==> config.mk <==
export PLATFORM = sky130hd
export DESIGN_NAME = lcs_loop_compensation_config_regs
export DESIGN_NICKNAME = d
export VERILOG_FILES = /design/src/lcs_pkg.sv /design/src/lcs_loop_compensation_config_regs.sv
export SDC_FILE = /design/constraint.sdc
export NUM_CORES = 1
export LEC_CHECK = 0
export BUFFER_PORTS_ARGS = -buffer_cell sky130_fd_sc_hd__buf_4
export CORE_MARGIN = 3
export CORE_UTILIZATION = 34
export CTS_BUF_LIST = sky130_fd_sc_hd__clkbuf_4
export CTS_CLUSTER_DIAMETER = 30
export DETAILED_ROUTE_END_ITERATION = 8
export SLEW_MARGIN = 20
export SYNTH_ARGS = -nofsm -noshare
export SYNTH_HDL_FRONTEND = slang
export SYNTH_SLANG_ARGS = --single-unit
==> constraint.sdc <==
create_clock -name i_clk -period 4.1 [get_ports i_clk]
set_input_delay 0 -clock i_clk [delete_from_list [all_inputs] [get_ports i_clk]]
set_output_delay 0 -clock i_clk [all_outputs]
set_load 0.01 [all_outputs]
==> src/lcs_pkg.sv <==
package lcs_pkg;
  // ----------------------------------------------------------------
  // command codes and paging
  // ----------------------------------------------------------------
  localparam logic [7:0] LCS_CMD_LOOP_COMP = 8'hD7;
  localparam logic [7:0] LCS_CMD_MARGIN_HIGH = 8'h25;
  localparam logic [7:0] LCS_CMD_OPERATION = 8'h01;
  localparam logic [7:0] LCS_PAGE_A = 8'h00;
  localparam logic [7:0] LCS_PAGE_B = 8'h01;
  localparam logic [7:0] LCS_PAGE_BOTH = 8'hFF;
  // ----------------------------------------------------------------
  // field layout
  // ----------------------------------------------------------------
  localparam int LCS_INT_GAIN_LSB = 12;
  localparam int LCS_INTEGRATION_TIME_CONSTANT_LSB = 8;
  localparam int LCS_AC_PATH_GAIN_SELECT_LSB = 6;
  localparam int LCS_AC_LOAD_LINE_SELECT_LSB = 0;
  localparam logic [15:0] LCS_LOOP_WMASK = 16'h3FFF;
  localparam logic [15:0] LCS_MARGIN_WMASK = 16'h00FF;
  localparam int LCS_MARGIN_LSB = 2;
  localparam logic [3:0] LCS_MARGIN_HIGH_IGN = 4'h9;
  localparam logic [3:0] LCS_MARGIN_HIGH_ACT = 4'hA;
  // ----------------------------------------------------------------
  // decoded settings
  // ----------------------------------------------------------------
  // gains in quarter units: x0.66 rounds to 3 sixteenths-of-four steps is too coarse,
  // so integration gain is given in hundredths of the ac_path_gain_select
  localparam logic [7:0] LCS_IGAIN_X2 = 8'hC8;
  localparam logic [7:0] LCS_IGAIN_X1 = 8'h64;
  localparam logic [7:0] LCS_IGAIN_X066 = 8'h42;
  localparam logic [7:0] LCS_IGAIN_X05 = 8'h32;
  // ac_path_gain_select in tenths
  localparam logic [4:0] LCS_AGAIN_1 = 5'h0A;
  localparam logic [4:0] LCS_AGAIN_15 = 5'h0F;
  localparam logic [4:0] LCS_AGAIN_2 = 5'h14;
  localparam logic [4:0] LCS_AGAIN_05 = 5'h05;
  localparam logic [5:0] LCS_TC_COARSE_STEP_US = 6'h05;

  typedef struct packed {
    logic [7:0] int_gain_pct;   // percent of ac_path_gain_select
    logic [5:0] integration_time_constant_us;      // microseconds
    logic [4:0] ac_path_gain_select_tenths;
    logic [11:0] ac_load_line_uohm; // micro-ohms
  } lcs_loop_type;

  typedef struct packed {
    logic valid;
    logic write;
    logic [7:0] command;
    logic [15:0] data;
  } lcs_req_type;

  // decode of an all-zero word, shown on the loop outputs while reset is held
  localparam lcs_loop_type LCS_LOOP_RESET = '{LCS_IGAIN_X2, LCS_TC_COARSE_STEP_US, LCS_AGAIN_1,
    12'h000};
endpackage

==> src/lcs_loop_compensation_config_regs.sv <==
// Operation
// - each channel holds an 8-bit vid margin-high target applied as setpoint while in margin high.
// - the loop compensation register is served as a 16-bit word by word reads and writes.
// - page 00h selects channel a, page 01h channel b, each with its own copy.
// - bits 15:14 of the loop compensation register read as zero.
// - bits 13:12 set integration gain as 2x, 1x, 0.66x or 0.5x of the ac_path_gain_select.
// - bits 11:8 decode to 5..40 us in 5 us steps, then 1..8 us in 1 us steps.
// - bits 7:6 set ac_path_gain_select to 1, 1.5, 2 or 0.5.
// - bits 5:0 map through a fixed table to ac load lines from 0 to 3.125 milliohm.
// - all loop settings are kept independently for the two channels.
// - integration gain and ac_path_gain_select come from separate fields and never disturb each other.
// - ramp amplitude and dc load line are not taken from this register.
// - margin field 1001b or 1010b selects margin high operation.
`timescale 1ns/1ns
`default_nettype none
module lcs_loop_compensation_config_regs
  import lcs_pkg::*;
(
  input wire logic i_clk,
  input wire logic i_arst_n,
  input wire logic [7:0] i_page,
  input wire lcs_req_type i_req,
  input wire logic [15:0] i_nvm_loop_a,
  input wire logic [15:0] i_nvm_loop_b,
  input wire logic [7:0] i_nvm_margin_a,
  input wire logic [7:0] i_nvm_margin_b,
  input wire logic [7:0] i_vout_command_a,
  input wire logic [7:0] i_vout_command_b,
  input wire logic [7:0] i_ramp_amplitude_setup_a,
  input wire logic [7:0] i_ramp_amplitude_setup_b,
  input wire logic [15:0] i_dc_load_line_setting_a,
  input wire logic [15:0] i_dc_load_line_setting_b,
  output logic [15:0] o_rdata,
  output logic o_rvalid,
  output lcs_loop_type o_loop_a,
  output lcs_loop_type o_loop_b,
  output logic [7:0] o_setpoint_vid_a,
  output logic [7:0] o_setpoint_vid_b,
  output logic [7:0] o_ramp_a,
  output logic [7:0] o_ramp_b,
  output logic [15:0] o_dc_load_line_a,
  output logic [15:0] o_dc_load_line_b
);
  // ----------------------------------------------------------------
  // decode functions
  // ----------------------------------------------------------------
  function automatic logic [11:0] ac_load_line_select_uohm(input logic [5:0] code);
    logic [11:0] t [0:63];
    t = '{12'd0, 12'd125, 12'd250, 12'd313, 12'd375, 12'd438, 12'd500, 12'd563,
      12'd625, 12'd750, 12'd797, 12'd813, 12'd828, 12'd844, 12'd859, 12'd875,
      12'd891, 12'd906, 12'd922, 12'd938, 12'd953, 12'd969, 12'd984, 12'd1000,
      12'd1016, 12'd1031, 12'd1047, 12'd1063, 12'd1125, 12'd1250, 12'd1375, 12'd1500,
      12'd1625, 12'd1750, 12'd1875, 12'd1938, 12'd2000, 12'd2063, 12'd2125, 12'd2188,
      12'd2250, 12'd2375, 12'd2422, 12'd2438, 12'd2453, 12'd2469, 12'd2484, 12'd2500,
      12'd2516, 12'd2531, 12'd2547, 12'd2563, 12'd2578, 12'd2594, 12'd2609, 12'd2625,
      12'd2641, 12'd2656, 12'd2672, 12'd2688, 12'd2750, 12'd2875, 12'd3000, 12'd3125};
    return t[code];
  endfunction

  function automatic lcs_loop_type decode(input logic [15:0] w);
    lcs_loop_type d;
    logic [3:0] tc;
    d = '0;
    tc = w[LCS_INTEGRATION_TIME_CONSTANT_LSB +: 4];
    unique case (w[LCS_INT_GAIN_LSB +: 2])
      2'h0: d.int_gain_pct = LCS_IGAIN_X2;
      2'h1: d.int_gain_pct = LCS_IGAIN_X1;
      2'h2: d.int_gain_pct = LCS_IGAIN_X066;
      2'h3: d.int_gain_pct = LCS_IGAIN_X05;
    endcase
    if (tc[3])
      d.integration_time_constant_us = {3'h0, tc[2:0]} + 6'h01;
    else
      d.integration_time_constant_us = 6'(({3'h0, tc[2:0]} + 6'h01) * LCS_TC_COARSE_STEP_US);
    unique case (w[LCS_AC_PATH_GAIN_SELECT_LSB +: 2])
      2'h0: d.ac_path_gain_select_tenths = LCS_AGAIN_1;
      2'h1: d.ac_path_gain_select_tenths = LCS_AGAIN_15;
      2'h2: d.ac_path_gain_select_tenths = LCS_AGAIN_2;
      2'h3: d.ac_path_gain_select_tenths = LCS_AGAIN_05;
    endcase
    d.ac_load_line_uohm = ac_load_line_select_uohm(w[LCS_AC_LOAD_LINE_SELECT_LSB +: 6]);
    return d;
  endfunction

  // ----------------------------------------------------------------
  // paged register state
  // ----------------------------------------------------------------
  logic [15:0] loop_comp [0:1];
  logic [15:0] margin_high [0:1];
  logic [3:0] margin_mode [0:1];
  logic [15:0] next_loop_comp [0:1];
  logic [15:0] next_margin_high [0:1];
  logic [3:0] next_margin_mode [0:1];
  logic [15:0] rdata;
  logic [15:0] next_rdata;
  logic rvalid;
  logic next_rvalid;
  logic nvm_loaded;
  logic sel_a;
  logic sel_b;

  // ff reset is a constant, so nvm defaults are captured on the first clock after release
  always_comb
  begin
    sel_a = (i_page == LCS_PAGE_A) || (i_page == LCS_PAGE_BOTH);
    sel_b = (i_page == LCS_PAGE_B) || (i_page == LCS_PAGE_BOTH);
    next_loop_comp = loop_comp;
    next_margin_high = margin_high;
    next_margin_mode = margin_mode;
    next_rdata = rdata;
    next_rvalid = 1'b0;
    if (!nvm_loaded)
    begin
      next_loop_comp[0] = i_nvm_loop_a & LCS_LOOP_WMASK;
      next_loop_comp[1] = i_nvm_loop_b & LCS_LOOP_WMASK;
      next_margin_high[0] = {8'h00, i_nvm_margin_a};
      next_margin_high[1] = {8'h00, i_nvm_margin_b};
    end
    else if (i_req.valid && i_req.write)
    begin
      for (int c = 0; c < 2; c++)
      begin
        if ((c == 0) ? sel_a : sel_b)
        begin
          unique case (i_req.command)
            LCS_CMD_LOOP_COMP: next_loop_comp[c] = i_req.data & LCS_LOOP_WMASK;
            LCS_CMD_MARGIN_HIGH: next_margin_high[c] = i_req.data & LCS_MARGIN_WMASK;
            LCS_CMD_OPERATION: next_margin_mode[c] = i_req.data[LCS_MARGIN_LSB +: 4];
            default: ;
          endcase
        end
      end
    end
    else if (i_req.valid)
    begin
      // a read on the broadcast page answers from channel a
      next_rvalid = 1'b1;
      unique case (i_req.command)
        LCS_CMD_LOOP_COMP: next_rdata = loop_comp[sel_a ? 0 : 1] & LCS_LOOP_WMASK;
        LCS_CMD_MARGIN_HIGH: next_rdata = margin_high[sel_a ? 0 : 1];
        default: next_rdata = 16'h0000;
      endcase
    end
  end

  always_ff @(posedge i_clk or negedge i_arst_n)
  begin
    if (!i_arst_n)
    begin
      loop_comp <= '{16'h0000, 16'h0000};
      margin_high <= '{16'h0000, 16'h0000};
      margin_mode <= '{4'h0, 4'h0};
      rdata <= 16'h0000;
      rvalid <= 1'b0;
      nvm_loaded <= 1'b0;
    end
    else
    begin
      loop_comp <= next_loop_comp;
      margin_high <= next_margin_high;
      margin_mode <= next_margin_mode;
      rdata <= next_rdata;
      rvalid <= next_rvalid;
      nvm_loaded <= 1'b1;
    end
  end

  // ----------------------------------------------------------------
  // outputs to the analog loop
  // ----------------------------------------------------------------
  function automatic logic is_margin_high(input logic [3:0] m);
    return (m == LCS_MARGIN_HIGH_IGN) || (m == LCS_MARGIN_HIGH_ACT);
  endfunction

  // settings are decoded from the next register values, so the registered
  // outputs change on the same edge as the word itself and add no latency
  lcs_loop_type loop_out [0:1];
  lcs_loop_type next_loop_out [0:1];
  logic [7:0] setpoint [0:1];
  logic [7:0] next_setpoint [0:1];
  logic [7:0] ramp [0:1];
  logic [7:0] next_ramp [0:1];
  logic [15:0] dc_load_line [0:1];
  logic [15:0] next_dc_load_line [0:1];

  always_comb
  begin
    next_loop_out[0] = decode(next_loop_comp[0]);
    next_loop_out[1] = decode(next_loop_comp[1]);
    next_setpoint[0] = is_margin_high(next_margin_mode[0]) ?
      next_margin_high[0][7:0] : i_vout_command_a;
    next_setpoint[1] = is_margin_high(next_margin_mode[1]) ?
      next_margin_high[1][7:0] : i_vout_command_b;
    // ramp and dc load line are owned by their own registers; only retimed here
    next_ramp[0] = i_ramp_amplitude_setup_a;
    next_ramp[1] = i_ramp_amplitude_setup_b;
    next_dc_load_line[0] = i_dc_load_line_setting_a;
    next_dc_load_line[1] = i_dc_load_line_setting_b;
  end

  always_ff @(posedge i_clk or negedge i_arst_n)
  begin
    if (!i_arst_n)
    begin
      loop_out <= '{LCS_LOOP_RESET, LCS_LOOP_RESET};
      setpoint <= '{8'h00, 8'h00};
      ramp <= '{8'h00, 8'h00};
      dc_load_line <= '{16'h0000, 16'h0000};
    end
    else
    begin
      loop_out <= next_loop_out;
      setpoint <= next_setpoint;
      ramp <= next_ramp;
      dc_load_line <= next_dc_load_line;
    end
  end

  // read handshake stays as registered by the bus logic above
  always_comb
  begin
    o_rdata = rdata;
    o_rvalid = rvalid;
    o_loop_a = loop_out[0];
    o_loop_b = loop_out[1];
    o_setpoint_vid_a = setpoint[0];
    o_setpoint_vid_b = setpoint[1];
    o_ramp_a = ramp[0];
    o_ramp_b = ramp[1];
    o_dc_load_line_a = dc_load_line[0];
    o_dc_load_line_b = dc_load_line[1];
  end
endmodule // lcs_loop_compensation_config_regs
`default_nettype wire

Word level (Yosys, flattened, before mapping)
Memories as Yosys holds them, arrays and structs flattened. A register that Yosys moved wholly into a read port is not among the register bits.
Cells that the tools add are included.
- output and inout port bits: 143
- logic and storage cells: 111
- memories kept: 2
- flip-flop bits (word level): 188
- ROM bits: 1536
- mux-type cells: 37
- $lt $le $gt $ge: 1
- reductions and logical operators: 15
- bitwise operators: 4
- $add $sub $neg: 2
- eq/ne operators: 25
- multipliers: 2
- memory list (memory ; depth ; bits a word ; read ports ; clocked after memory_dff ; write ports ; RTL line ; RTL):
    (no name shown) ; 64 ; 12 ; 1 ; 1 ; 0 ; lcs_loop_compensation_config_regs.sv:57 ; return t[code];
    (no name shown) ; 64 ; 12 ; 1 ; 1 ; 0 ; lcs_loop_compensation_config_regs.sv:57 ;
- operators by type and width (operator ; number):
    $mux 16 ; 11
    $mux 32 ; 4
    $pmux 8 s4 ; 2
    $mux 14 ; 3
    $pmux 5 s4 ; 2
    $ge 32x2->1 const B ; 1
    $mux 8 ; 4
    $not 1->32 ; 1
    $pmux 16 s2 ; 1
    $eq 2x2->1 const B ; 8
    $eq 4x4->1 const B ; 4
    $eq 8x1->1 const B ; 2
    $eq 8x8->1 const B ; 2
    $mux 4 ; 4
    $not 6->7 ; 2
    $mul 4x3->6 const B ; 2
    $mux 6 ; 2
    $reduce_and 3->1 ; 3
    $add 3x1->4 const B ; 2
    $eq 2x1->1 const B ; 4
    $eq 8x6->1 const B ; 1
    $logic_not 2->1 ; 4
    $logic_not 8->1 ; 1
    $ne 2x1->1 const B ; 4
    other kinds (5) ; 12

Depth between registers and ports, before layout
Gate-level depths: netlist of run 1.
- depth in word-level cells: 8
- mapped depth: 15
- mapped depth without buffers: 13

Least setup slack after synthesis of run 1
OpenSTA, ideal clock, no wires.
- kind: reg-to-reg
- start point: register nvm_loaded
- end point: register loop_out, in the netlist o_loop_b[22]
- arrival: 3.077 ns
- stages on the path, launching flop included: 14
- path buffers: 4
- data required time: 3.966 ns
- library setup time: 0.134 ns
- slack: 0.889 ns
- cell sequence: dfrtp_1 -> clkbuf_1 -> buf_2 -> buf_1 -> buf_1 -> nor2_1 -> a31oi_1 -> xor2_1 -> ha_1 -> ha_1 -> inv_1 -> fa_1 -> xor2_1 -> nor2_1
- RTL lines (element ; RTL line ; RTL):
    start, declared ; lcs_loop_compensation_config_regs.sv:98 ; logic nvm_loaded;
    start signal, assigned ; lcs_loop_compensation_config_regs.sv:155 ; nvm_loaded <= 1'b0;
    start signal, assigned ; lcs_loop_compensation_config_regs.sv:164 ; nvm_loaded <= 1'b1;
    end signal, assigned ; lcs_loop_compensation_config_regs.sv:205 ; loop_out <= '{LCS_LOOP_RESET, LCS_LOOP_RESET};
    end signal, assigned ; lcs_loop_compensation_config_regs.sv:212 ; loop_out <= next_loop_out;
    end, declared ; lcs_loop_compensation_config_regs.sv:177 ; lcs_loop_type loop_out [0:1];

==> run_results.csv, run 1 <==
group,metric,value,unit
run,maxCapViolCount,0,
global_route,grt_pass1_wl,49.36,mm
layout,syn2layout_area_growth,47.11,%
setup_path,worst-setup-path-type,"reg -> reg",
synthesis,synth_area_leaders,"dfrtp_1, mux2i_1, nand2_1, a21oi_1, nor2_1",
clock_network,h-tree-depth,4,
layout,n_fill_cell,2335,
timing,min_period_over_period,92.75,%
setup_path,reg2reg_slack,0.30,ns
timing,worst_pin_slew,0.9563,ns
synthesis,synth_compound_area_share,18.07,%
place,dp_cells,1467,
synthesis,muxShareOfSynthArea,8.819,%
die,die_y,170.8,um
timing,final-hold-violation-count,0,
timing,clock.fmax,263.0,MHz
global_route,use_met2,38.36,%
clock_network,tritoncts,"yes",
global_route,grt_max_degree,124,
power_and_ir_drop,p_leak,6.419,nW
global_route,grt_usage,21.46,%
place,post-dp-hpwl,22.19,mm
route,first_pass_iters,5,
clock_network,cts_buffers,17,
route,vias,8599,
route,routedWlPerCell,19.46,um
setup_path,cp-start-kind,"register",
layout,fin_area,13590,sq um
timing,tns,0,ns
clock_network,clock_latency,0.58,ns
clock_network,cts.path.max_buffers,2,
route,drc,0,
synthesis,synthArstFlopShare,100.0,%
timing,period_needed,3.803,ns
setup_path,rr_startpoint,"nvm_loaded",
run_status,status,"complete, no violations",
synthesis,synth_top_family_by_area,"compound AO/OA/AOI/OAI gates",
power_and_ir_drop,power_density,318.5,nW/um^2
place,place_congestion,0.8693,
layout,multiInputGateArea,4134,sq um
setup_path,crit_path_end_kind,"register",
clock_network,cts.sinks,185,
setup_path,cp.required,4.55,ns
place,port_buffers,282,
layout,final_cell_mix,"buf_4, dfrtp_1, dlygate4sd3_1",
layout,regArea,4643,sq um
global_route,grt_use_met1,26.91,%
route,wirelength,32.44,mm
synthesis,synth_edf_count,0,
place,place_area,11600,sq um
layout,nets,1488,
synthesis,synth.largest_area_cell,"dfrtp_1",
route,ant_nets,0,
layout,instances_no_fill,1667,
synthesis,synth_fa_ha_area_share,3.278,%
setup_path,r2r_end,"o_setpoint_vid_b[7]",
die,core-area,26350,sq um
die,die_area,29180,sq um
synthesis,yosysTopAreaCellShare,47.41,%
layout,layout_commonest_cell,"buf_4",
worst_hold_path,holdPathStages,4,
timing,final-max-slew-violation-count,0,
die,fp-row-count,59,
synthesis,yosys.area_share.simple,13.21,%
worst_hold_path,whs_endpoint,"loop_comp[17]",
timing,skew,0.03281,ns
global_route,overflow,0,
die,ios,291,
synthesis,syn_inst,895,
worst_hold_path,worstHoldStart,"i_nvm_loop_a[1]",
timing,setup_viol,0,
setup_path,cp.arrival,4.25,ns
global_route,antenna_found_initial,1,
die,die_w,170.8,um
global_route,grt_pass1_vias,8667,
setup_path,cp_max_fo,8,
global_route,top_usage_layer,"met2",
route,drt_iter0_markers,755,
synthesis,syn_area,9236,sq um
clock_network,post_cts_resized,0,
clock_network,cts-root-buf,"clkbuf_4",
synthesis,synth-seq-cells,185,
clock_network,path_clk_slew,0.17,ns
synthesis,seq_area_frac_synth,50.26,%
power_and_ir_drop,vdd_drop_max,211.7,uV
timing,max-slew-margin-rel,36.25,%
synthesis,synth_area_per_cell,10.32,sq um
die,start_util,35.05,%
global_route,grtUsageMet3,3.466,%
route,viasPerCell,5.158,
setup_path,rr_worst_depth,9,
synthesis,yosys_warnings,0,
layout,drive_above_1_share,30.60,%
timing,rsz0062_at_grt,"false",
synthesis,synthXorXnorAreaFrac,1.138,%
synthesis,synth_flop_cell,"dfrtp_1",
synthesis,ys_types,82,
worst_hold_path,hold_path.class,"in -> reg",
[per-stage QoR]
step / hold slack, ns / worst slack, ns / power [W] / util (%)
after floorplan: -0.2956 / 0.8890 / 0.002631 / -
after global placement: 0.1094 / 0.7119 / 0.003124 / 44.03
final: 0.06110 / 0.2974 / 0.004328 / 51.56
after global routing: -0.002112 / 0.1821 / 0.004568 / 51.55
after CTS: 0.002040 / 0.2878 / 0.004360 / 51.34
after detailed placement: 0.1107 / 0.7002 / 0.003132 / 44.03
[cells in the mapped netlist, types with 4 or more instances]
master       n
dfrtp_1    175
nand2_1     98
nor2_1      75
a21oi_1     59
mux2i_1     45
o21ai_0     43
clkbuf_1    25
inv_1       25
ha_1        21
a31oi_1     20
buf_2       20
mux2_2      19
nand3_1     16
buf_4       15
nor3_1      11
o211ai_1    11
a211oi_1    10
dfstp_2     10
mux2_4      10
a221oi_1     8
nand2b_1     8
and2_1       7
buf_1        7
nor2b_1      7
o22a_1       7
a211o_1      6
and3_1       6
o2111ai_1    6
o21ai_1      6
o31ai_1      6
xnor2_1      6
xor2_1       6
o221ai_1     5
a21o_1       4
a22oi_1      4
nor4_1       4
o21a_1       4
or2_2        4
[critical path: stages (launching register included)]
cell and delay, ns:
dfrtp_2 0.42, nand3_1 0.17, nor4_2 0.40, nand3_4 0.09, dlygate4sd3_1 0.66, mux2_4 0.34, xor2_1 0.14, and3b_1 0.58
mux2_4 0.34, dlygate4sd3_1 0.55
[power by group]
| part | switching [W] | internal, W | total (W) |
|---|---|---|---|
| clock | 0.000780 | 0.000295 | 0.00107 |
| sequential | 0.0000619 | 0.00199 | 0.00205 |
| combinational | 0.000618 | 0.000587 | 0.00120 |
[metal layers]
| metal | share of wire [%] | vias up |
|---|---|---|
| met5 | 0 | - |
| met4 | 2.3 | 0 |
| met3 | 5.7 | 38 |
| met2 | 51 | 338 |
| met1 | 41 | 4195 |
| li1 | - | 4028 |
[repair_timing]
| item | CTS | global route |
|---|---|---|
| endpoints found under the hold margin | 272 | 5 |
| hold buffers | 161 | 5 |
| setup buffers | 0 | 0 |
[registers in the layout, indices dropped and copies added, names as in the netlist]
name	flops
o_dc_load_line_b	16
o_loop_b	27
o_setpoint_vid_b	8
margin_high	16
o_rvalid	1
o_setpoint_vid_a	8
o_ramp_b	8
o_ramp_a	8
nvm_loaded	1
o_loop_a	27
o_dc_load_line_a	16
o_rdata	15
loop_comp	26
margin_mode	8
[area by class of cell]
cell class,count,share of cell area [%]
clock inverters,14,1.308
repair buffers,472,29.18
clock buffers,18,0.9945
inverters,29,0.8011
flip-flops and latches,185,34.17
well taps,335,3.085
multi-input cells,612,30.42
diodes,2,0.03683
[cells by family (layout without fill, tap and decap cells)]
group	after synthesis	after routing
other	2	5
AND/OR/NAND/NOR	258	258
AO/OA/AOI/OAI	242	242
buffers and inverters	99	533
adder cells (fa/ha/maj)	23	23
flip-flops	185	185
multiplexers	74	74
XOR/XNOR	12	12
[how the worst max path moves through the flow]
stage	startpoint	to	slack (ns)	depth (start not counted)
detailed placement	i_page[4]	o_loop_b[1]	0.70	11
global route	nvm_loaded	o_setpoint_vid_b[7]	0.18	9
floorplan	nvm_loaded	o_loop_b[22]	0.89	13
global placement	i_page[4]	o_loop_b[7]	0.71	10
CTS	nvm_loaded	o_setpoint_vid_b[7]	0.29	9
finish	nvm_loaded	o_setpoint_vid_b[7]	0.30	9
Power figures use the tool's default switching activity.
==> run 2, diff against run 1 <==
==> constraint.sdc (replaced) <==
create_clock -name i_clk -period 4.1 [get_ports i_clk]
set_input_delay 0.615 -clock i_clk [delete_from_list [all_inputs] [get_ports i_clk]]
set_output_delay 0.615 -clock i_clk [all_outputs]
set_load 0.01 [all_outputs]
==> run_results.csv, run 2 (synthesis results as in run 1) <==
group,metric,value,unit
clock_network,clock_latency,0.58,ns
timing,worst_pin_slew,1.053,ns
timing,setup_viol,0,
power_and_ir_drop,vdd_drop_max,189.9,uV
setup_path,crit_path_end_kind,"register",
timing,max-slew-margin-rel,29.32,%
layout,final_cell_mix,"buf_4, dfrtp_1, nand2_1",
global_route,grt_pass1_vias,7862,
clock_network,cts_buffers,17,
clock_network,path_clk_slew,0.20,ns
timing,period_needed,3.406,ns
global_route,antenna_found_initial,1,
setup_path,worst-setup-path-type,"reg -> reg",
clock_network,h-tree-depth,4,
route,vias,8028,
worst_hold_path,hold_path.class,"in -> reg",
route,drt_iter0_markers,671,
layout,drive_above_1_share,35.79,%
die,die_w,170.8,um
global_route,grt_usage,20.39,%
route,drc,0,
run_status,status,"complete, no violations",
clock_network,tritoncts,"yes",
place,place_congestion,0.9028,
timing,rsz0062_at_grt,"false",
layout,fin_area,12080,sq um
power_and_ir_drop,power_density,352.4,nW/um^2
layout,syn2layout_area_growth,30.83,%
global_route,grt_pass1_wl,46.15,mm
timing,final-hold-violation-count,0,
die,core-area,26350,sq um
setup_path,slowest_delay,0.73,ns
route,wirelength,30.77,mm
setup_path,cp.required,4.53,ns
die,die_y,170.8,um
clock_network,cts.path.max_buffers,2,
clock_network,cts.sinks,185,
die,die_area,29180,sq um
route,viasPerCell,5.289,
route,first_pass_iters,5,
setup_path,cp.arrival,3.84,ns
setup_path,cp-start-kind,"register",
timing,skew,0.03619,ns
setup_path,cp_max_fo,29,
die,start_util,35.05,%
power_and_ir_drop,p_leak,5.847,nW
place,port_buffers,282,
route,routedWlPerCell,20.27,um
timing,worst_hold_slack,0.1103,ns
place,place_area,11750,sq um
clock_network,cts-root-buf,"clkbuf_4",
layout,nets,1340,
run,maxCapViolCount,0,
layout,fin_util,45.85,%
global_route,overflow,0,
clock_network,post_cts_buffers,0,
layout,layout_commonest_cell,"buf_4",
timing,tns,0,ns
timing,clock.fmax,293.6,MHz
die,fp-row-count,59,
global_route,grt_max_degree,79,
power_and_ir_drop,p_total,0.004258,W
setup_path,path_cells,"inv_1 -> nor2_1 -> o211ai_1 -> o311a_1 -> inv_1 -> ha_1 -> buf_4 -> nor2_1 -> o311ai_1 -> a31oi_1 -> nor4_1",
die,ios,291,
timing,final-max-slew-violation-count,0,
setup_path,slowest_stage,"dfrtp_2",
place,post-dp-hpwl,22.76,mm
timing,min_period_over_period,83.07,%
layout,n_fill_cell,2540,
route,ant_nets,0,
[run 2: repair_timing]
action,4_1_cts,5_1_grt
gates resized for setup,0,0
hold buffers,1,0
endpoints found under the hold margin,3,0
[run 2: report_power, final]
part / internal [W] / switching [W] / total [W]
sequential: 0.00199 / 0.0000631 / 0.00205
combinational: 0.000485 / 0.000585 / 0.00107
clock: 0.000354 / 0.000786 / 0.00114
[run 2: area by class of cell]
| type | count | area, sq um | area share (%) |
|---|---|---|---|
| diodes | 1 | 2.502 | 0.02071 |
| clock buffers | 17 | 127.6 | 1.056 |
| clock inverters | 15 | 198.9 | 1.646 |
| inverters | 29 | 108.9 | 0.9008 |
| multi-input cells | 612 | 4130 | 34.18 |
| flip-flops and latches | 185 | 4643 | 38.42 |
| well taps | 335 | 419.2 | 3.469 |
| repair buffers | 324 | 2454 | 20.30 |
[run 2: worst paths after layout]
check                                            start                   to  slack (ns)  depth (start not counted)
max                                         nvm_loaded          o_loop_a[0]        0.69                         11
min                        i_ramp_amplitude_setup_a[0]          o_ramp_a[0]        0.11                          1
max reg2reg                                 nvm_loaded          o_loop_a[0]        0.69                         11
min reg2reg                                 o_rdata[0]           o_rdata[0]        0.51                          2
max in group asynchronous                     i_arst_n          o_ramp_b[7]        2.45                          3
min in group asynchronous                     i_arst_n  o_dc_load_line_a[6]        0.56                          2
[run 2: per-layer routing]
metal	wire, um	GRT usage, %
met5	0	0
met4	333	3.954
met3	1941	3.581
met2	16120	37.80
met1	12380	24.93
[run 2: metrics by stage]
stage / instances / setup WS, ns
after floorplan: 896 / 0.5322
after global placement: 1484 / 0.2082
after detailed placement: 1484 / 0.2420
after CTS: 1517 / 0.7121
after global routing: 1518 / 0.3287
final: 1518 / 0.6941
[run 2: worst max-delay path, delay by kind of cell, from the launching register on]
family          cells  cell delay (ns)
fa+ha+maj           1             0.35
flops               1             0.73
compound gates      4             0.72
simple gates        3             0.76
buf+inv             3             0.69
==> run 3, diff against run 2 <==
==> constraint.sdc (replaced) <==
create_clock -name i_clk -period 3.1 [get_ports i_clk]
set_input_delay 0.465 -clock i_clk [delete_from_list [all_inputs] [get_ports i_clk]]
set_output_delay 0.465 -clock i_clk [all_outputs]
set_load 0.01 [all_outputs]
==> run_results.csv, run 3 (synthesis results as in run 1) <==
group,metric,value,unit
global_route,overflow,0,
route,routedWlPerCell,19.69,um
route,ant_nets,0,
setup_path,cp-start-kind,"input pin",
layout,instances_no_fill,1694,
place,dp_cells,1611,
power_and_ir_drop,p_switching,0.001919,W
die,core-area,26350,sq um
route,drc,0,
clock_network,h-tree-depth,4,
timing,min_period_over_period,95.84,%
timing,final-hold-violation-count,0,
layout,final_cell_mix,"buf_4, dfrtp_1, nand2_1",
timing,final-max-slew-violation-count,0,
setup_path,cp.required,3.60,ns
route,viasPerCell,5.087,
setup_path,path_cells,"buf_4 -> or4_4 -> nor4_4 -> o211a_1 -> nand2_1 -> a31oi_2 -> and3_4 -> ha_4 -> ha_4 -> inv_2 -> fa_2 -> nor2_1",
global_route,grt_pass1_wl,50.40,mm
setup_path,critPathMostFrequentCell,"ha_4",
clock_network,cts.sinks,185,
timing,period_needed,2.971,ns
layout,drive_above_1_share,41.68,%
place,post-dp-hpwl,24.97,mm
global_route,grtUsageMet3,3.974,%
setup_path,worst-setup-path-type,"in -> reg",
global_route,grt_usage,22.35,%
die,fp-row-count,59,
run_status,status,"complete, no violations",
run,maxCapViolCount,0,
place,post-place-ws,-0.4949,ns
global_route,grt_pass1_vias,8946,
layout,nets,1516,
layout,layout_commonest_cell,"buf_4",
place,place_congestion,0.8549,
power_and_ir_drop,p_leak,6.667,nW
route,drt_iter0_markers,525,
setup_path,slowest_stage,"or4_4",
power_and_ir_drop,power_density,421.5,nW/um^2
timing,rsz0062_at_grt,"false",
timing,worst_slack,0.1290,ns
power_and_ir_drop,vdd_drop_max,190.6,uV
global_route,grt_max_degree,91,
power_and_ir_drop,comb_power_share,29.3,%
timing,max-slew-margin-rel,47.97,%
global_route,antenna_found_initial,1,
timing,worst_pin_slew,0.7805,ns
die,ios,291,
worst_hold_path,hold_path.class,"in -> reg",
die,die_y,170.8,um
setup_path,path_delay_family,"simple AND/OR/NAND/NOR gates",
setup_path,crit_buf_inv,2,
setup_path,cp.arrival,3.47,ns
setup_path,cp_max_fo,5,
power_and_ir_drop,power_frac_clock,23.6,%
timing,setup_viol,0,
layout,syn2layout_area_growth,47.98,%
die,die_w,170.8,um
clock_network,path_clk_slew,0.17,ns
timing,skew,0.03490,ns
setup_path,slowest_delay,0.56,ns
route,first_pass_iters,7,
timing,clock.fmax,336.6,MHz
route,vias,8618,
die,start_util,35.05,%
clock_network,cts-root-buf,"clkbuf_4",
die,die_area,29180,sq um
power_and_ir_drop,pwr-share-seq,47.1,%
place,port_buffers,282,
layout,fin_util,51.86,%
clock_network,cts.path.max_buffers,2,
clock_network,tritoncts,"yes",
power_and_ir_drop,internal_power,0.003842,W
global_route,use_met2,40.93,%
power_and_ir_drop,p_sw_share,33.31,%
setup_path,crit_path_end_kind,"register",
route,wirelength,33.35,mm
clock_network,clock_latency,0.57,ns
global_route,grt_use_met1,26.76,%
clock_network,cts_buffers,17,
timing,tns,0,ns
global_route,top_usage_layer,"met2",
-- run 3: cell count changes in the layout (fill, tap and decap cells not counted), moves of 2 or more --
cell | previous run | this run
dlygate4sd3_1 | 1 | 49
inv_2 | 3 | 5
buf_4 | 321 | 443
ha_4 | 0 | 2
ha_1 | 21 | 19
inv_6 | 2 | 5
inv_1 | 25 | 22
clkinvlp_4 | 0 | 2
inv_8 | 5 | 3
buf_12 | 1 | 7
-- run 3: final timing paths --
kind / startpoint / to / slack [ns] / depth (start not counted)
min: i_vout_command_a[5] / o_setpoint_vid_a[5] / 0.11 / 2
max in group asynchronous: i_arst_n / o_loop_b[15] / 1.79 / 3
min reg2reg: o_rdata[3] / o_rdata[3] / 0.51 / 2
max: i_page[6] / o_loop_b[21] / 0.13 / 12
min in group asynchronous: i_arst_n / o_dc_load_line_a[3] / 0.51 / 2
max reg2reg: nvm_loaded / o_loop_a[5] / 0.47 / 9
-- run 3: timing repair --
action,CTS,global route
setup endpoints to repair,0,2
gates resized for setup,0,1
setup buffers,0,1
hold endpoints to repair,133,0
hold buffers,49,0
-- run 3: through the flow --
step | cell area (sq um) | power (W) | hold WS [ns]
6_report | 13670 | 0.005761 | 0.1142
5_1_grt | 13670 | 0.006080 | 0.04634
4_1_cts | 13650 | 0.005839 | 0.04842
3_5_place_dp | 12870 | 0.004398 | 0.4732
3_3_place_gp | 12870 | 0.004395 | 0.4641
2_1_floorplan | 9373 | 0.003507 | 0.1694
-- run 3: area by class of cell --
type                    instances  area [sq um]
repair buffers                500          3970
well taps                     335         419.2
multi-input cells             612          4235
clock buffers                  18         135.1
clock inverters                14         150.1
fillers                      2347         12690
inverters                      29         112.6
flip-flops and latches        185          4643
diodes                          1         2.502
-- run 3: worst register-to-register path: cells and delay by family, from the launching register on --
kind / cells / cell delay [ns]
buffers and inverters: 2 / 0.45
DFF: 1 / 0.46
and+or+nand+nor: 1 / 0.20
AOI/OAI and AO/OA: 5 / 1.11
muxes: 1 / 0.38
-- run 3: power groups by stage --
stage,combinational (W),clock (W),sequential (W)
after global routing,0.00185,0.00150,0.00273
after global placement,0.00163,0,0.00276
after detailed placement,0.00164,0,0.00276
after CTS,0.00169,0.00143,0.00272
final,0.00169,0.00136,0.00271
after floorplan,0.000686,0,0.00282
-- run 3: layer usage --
layer,wire length (um),vias to the layer above
met3,1813,45
met4,642,0
met2,17310,298
met5,0,-
met1,13580,4193
li1,-,4082
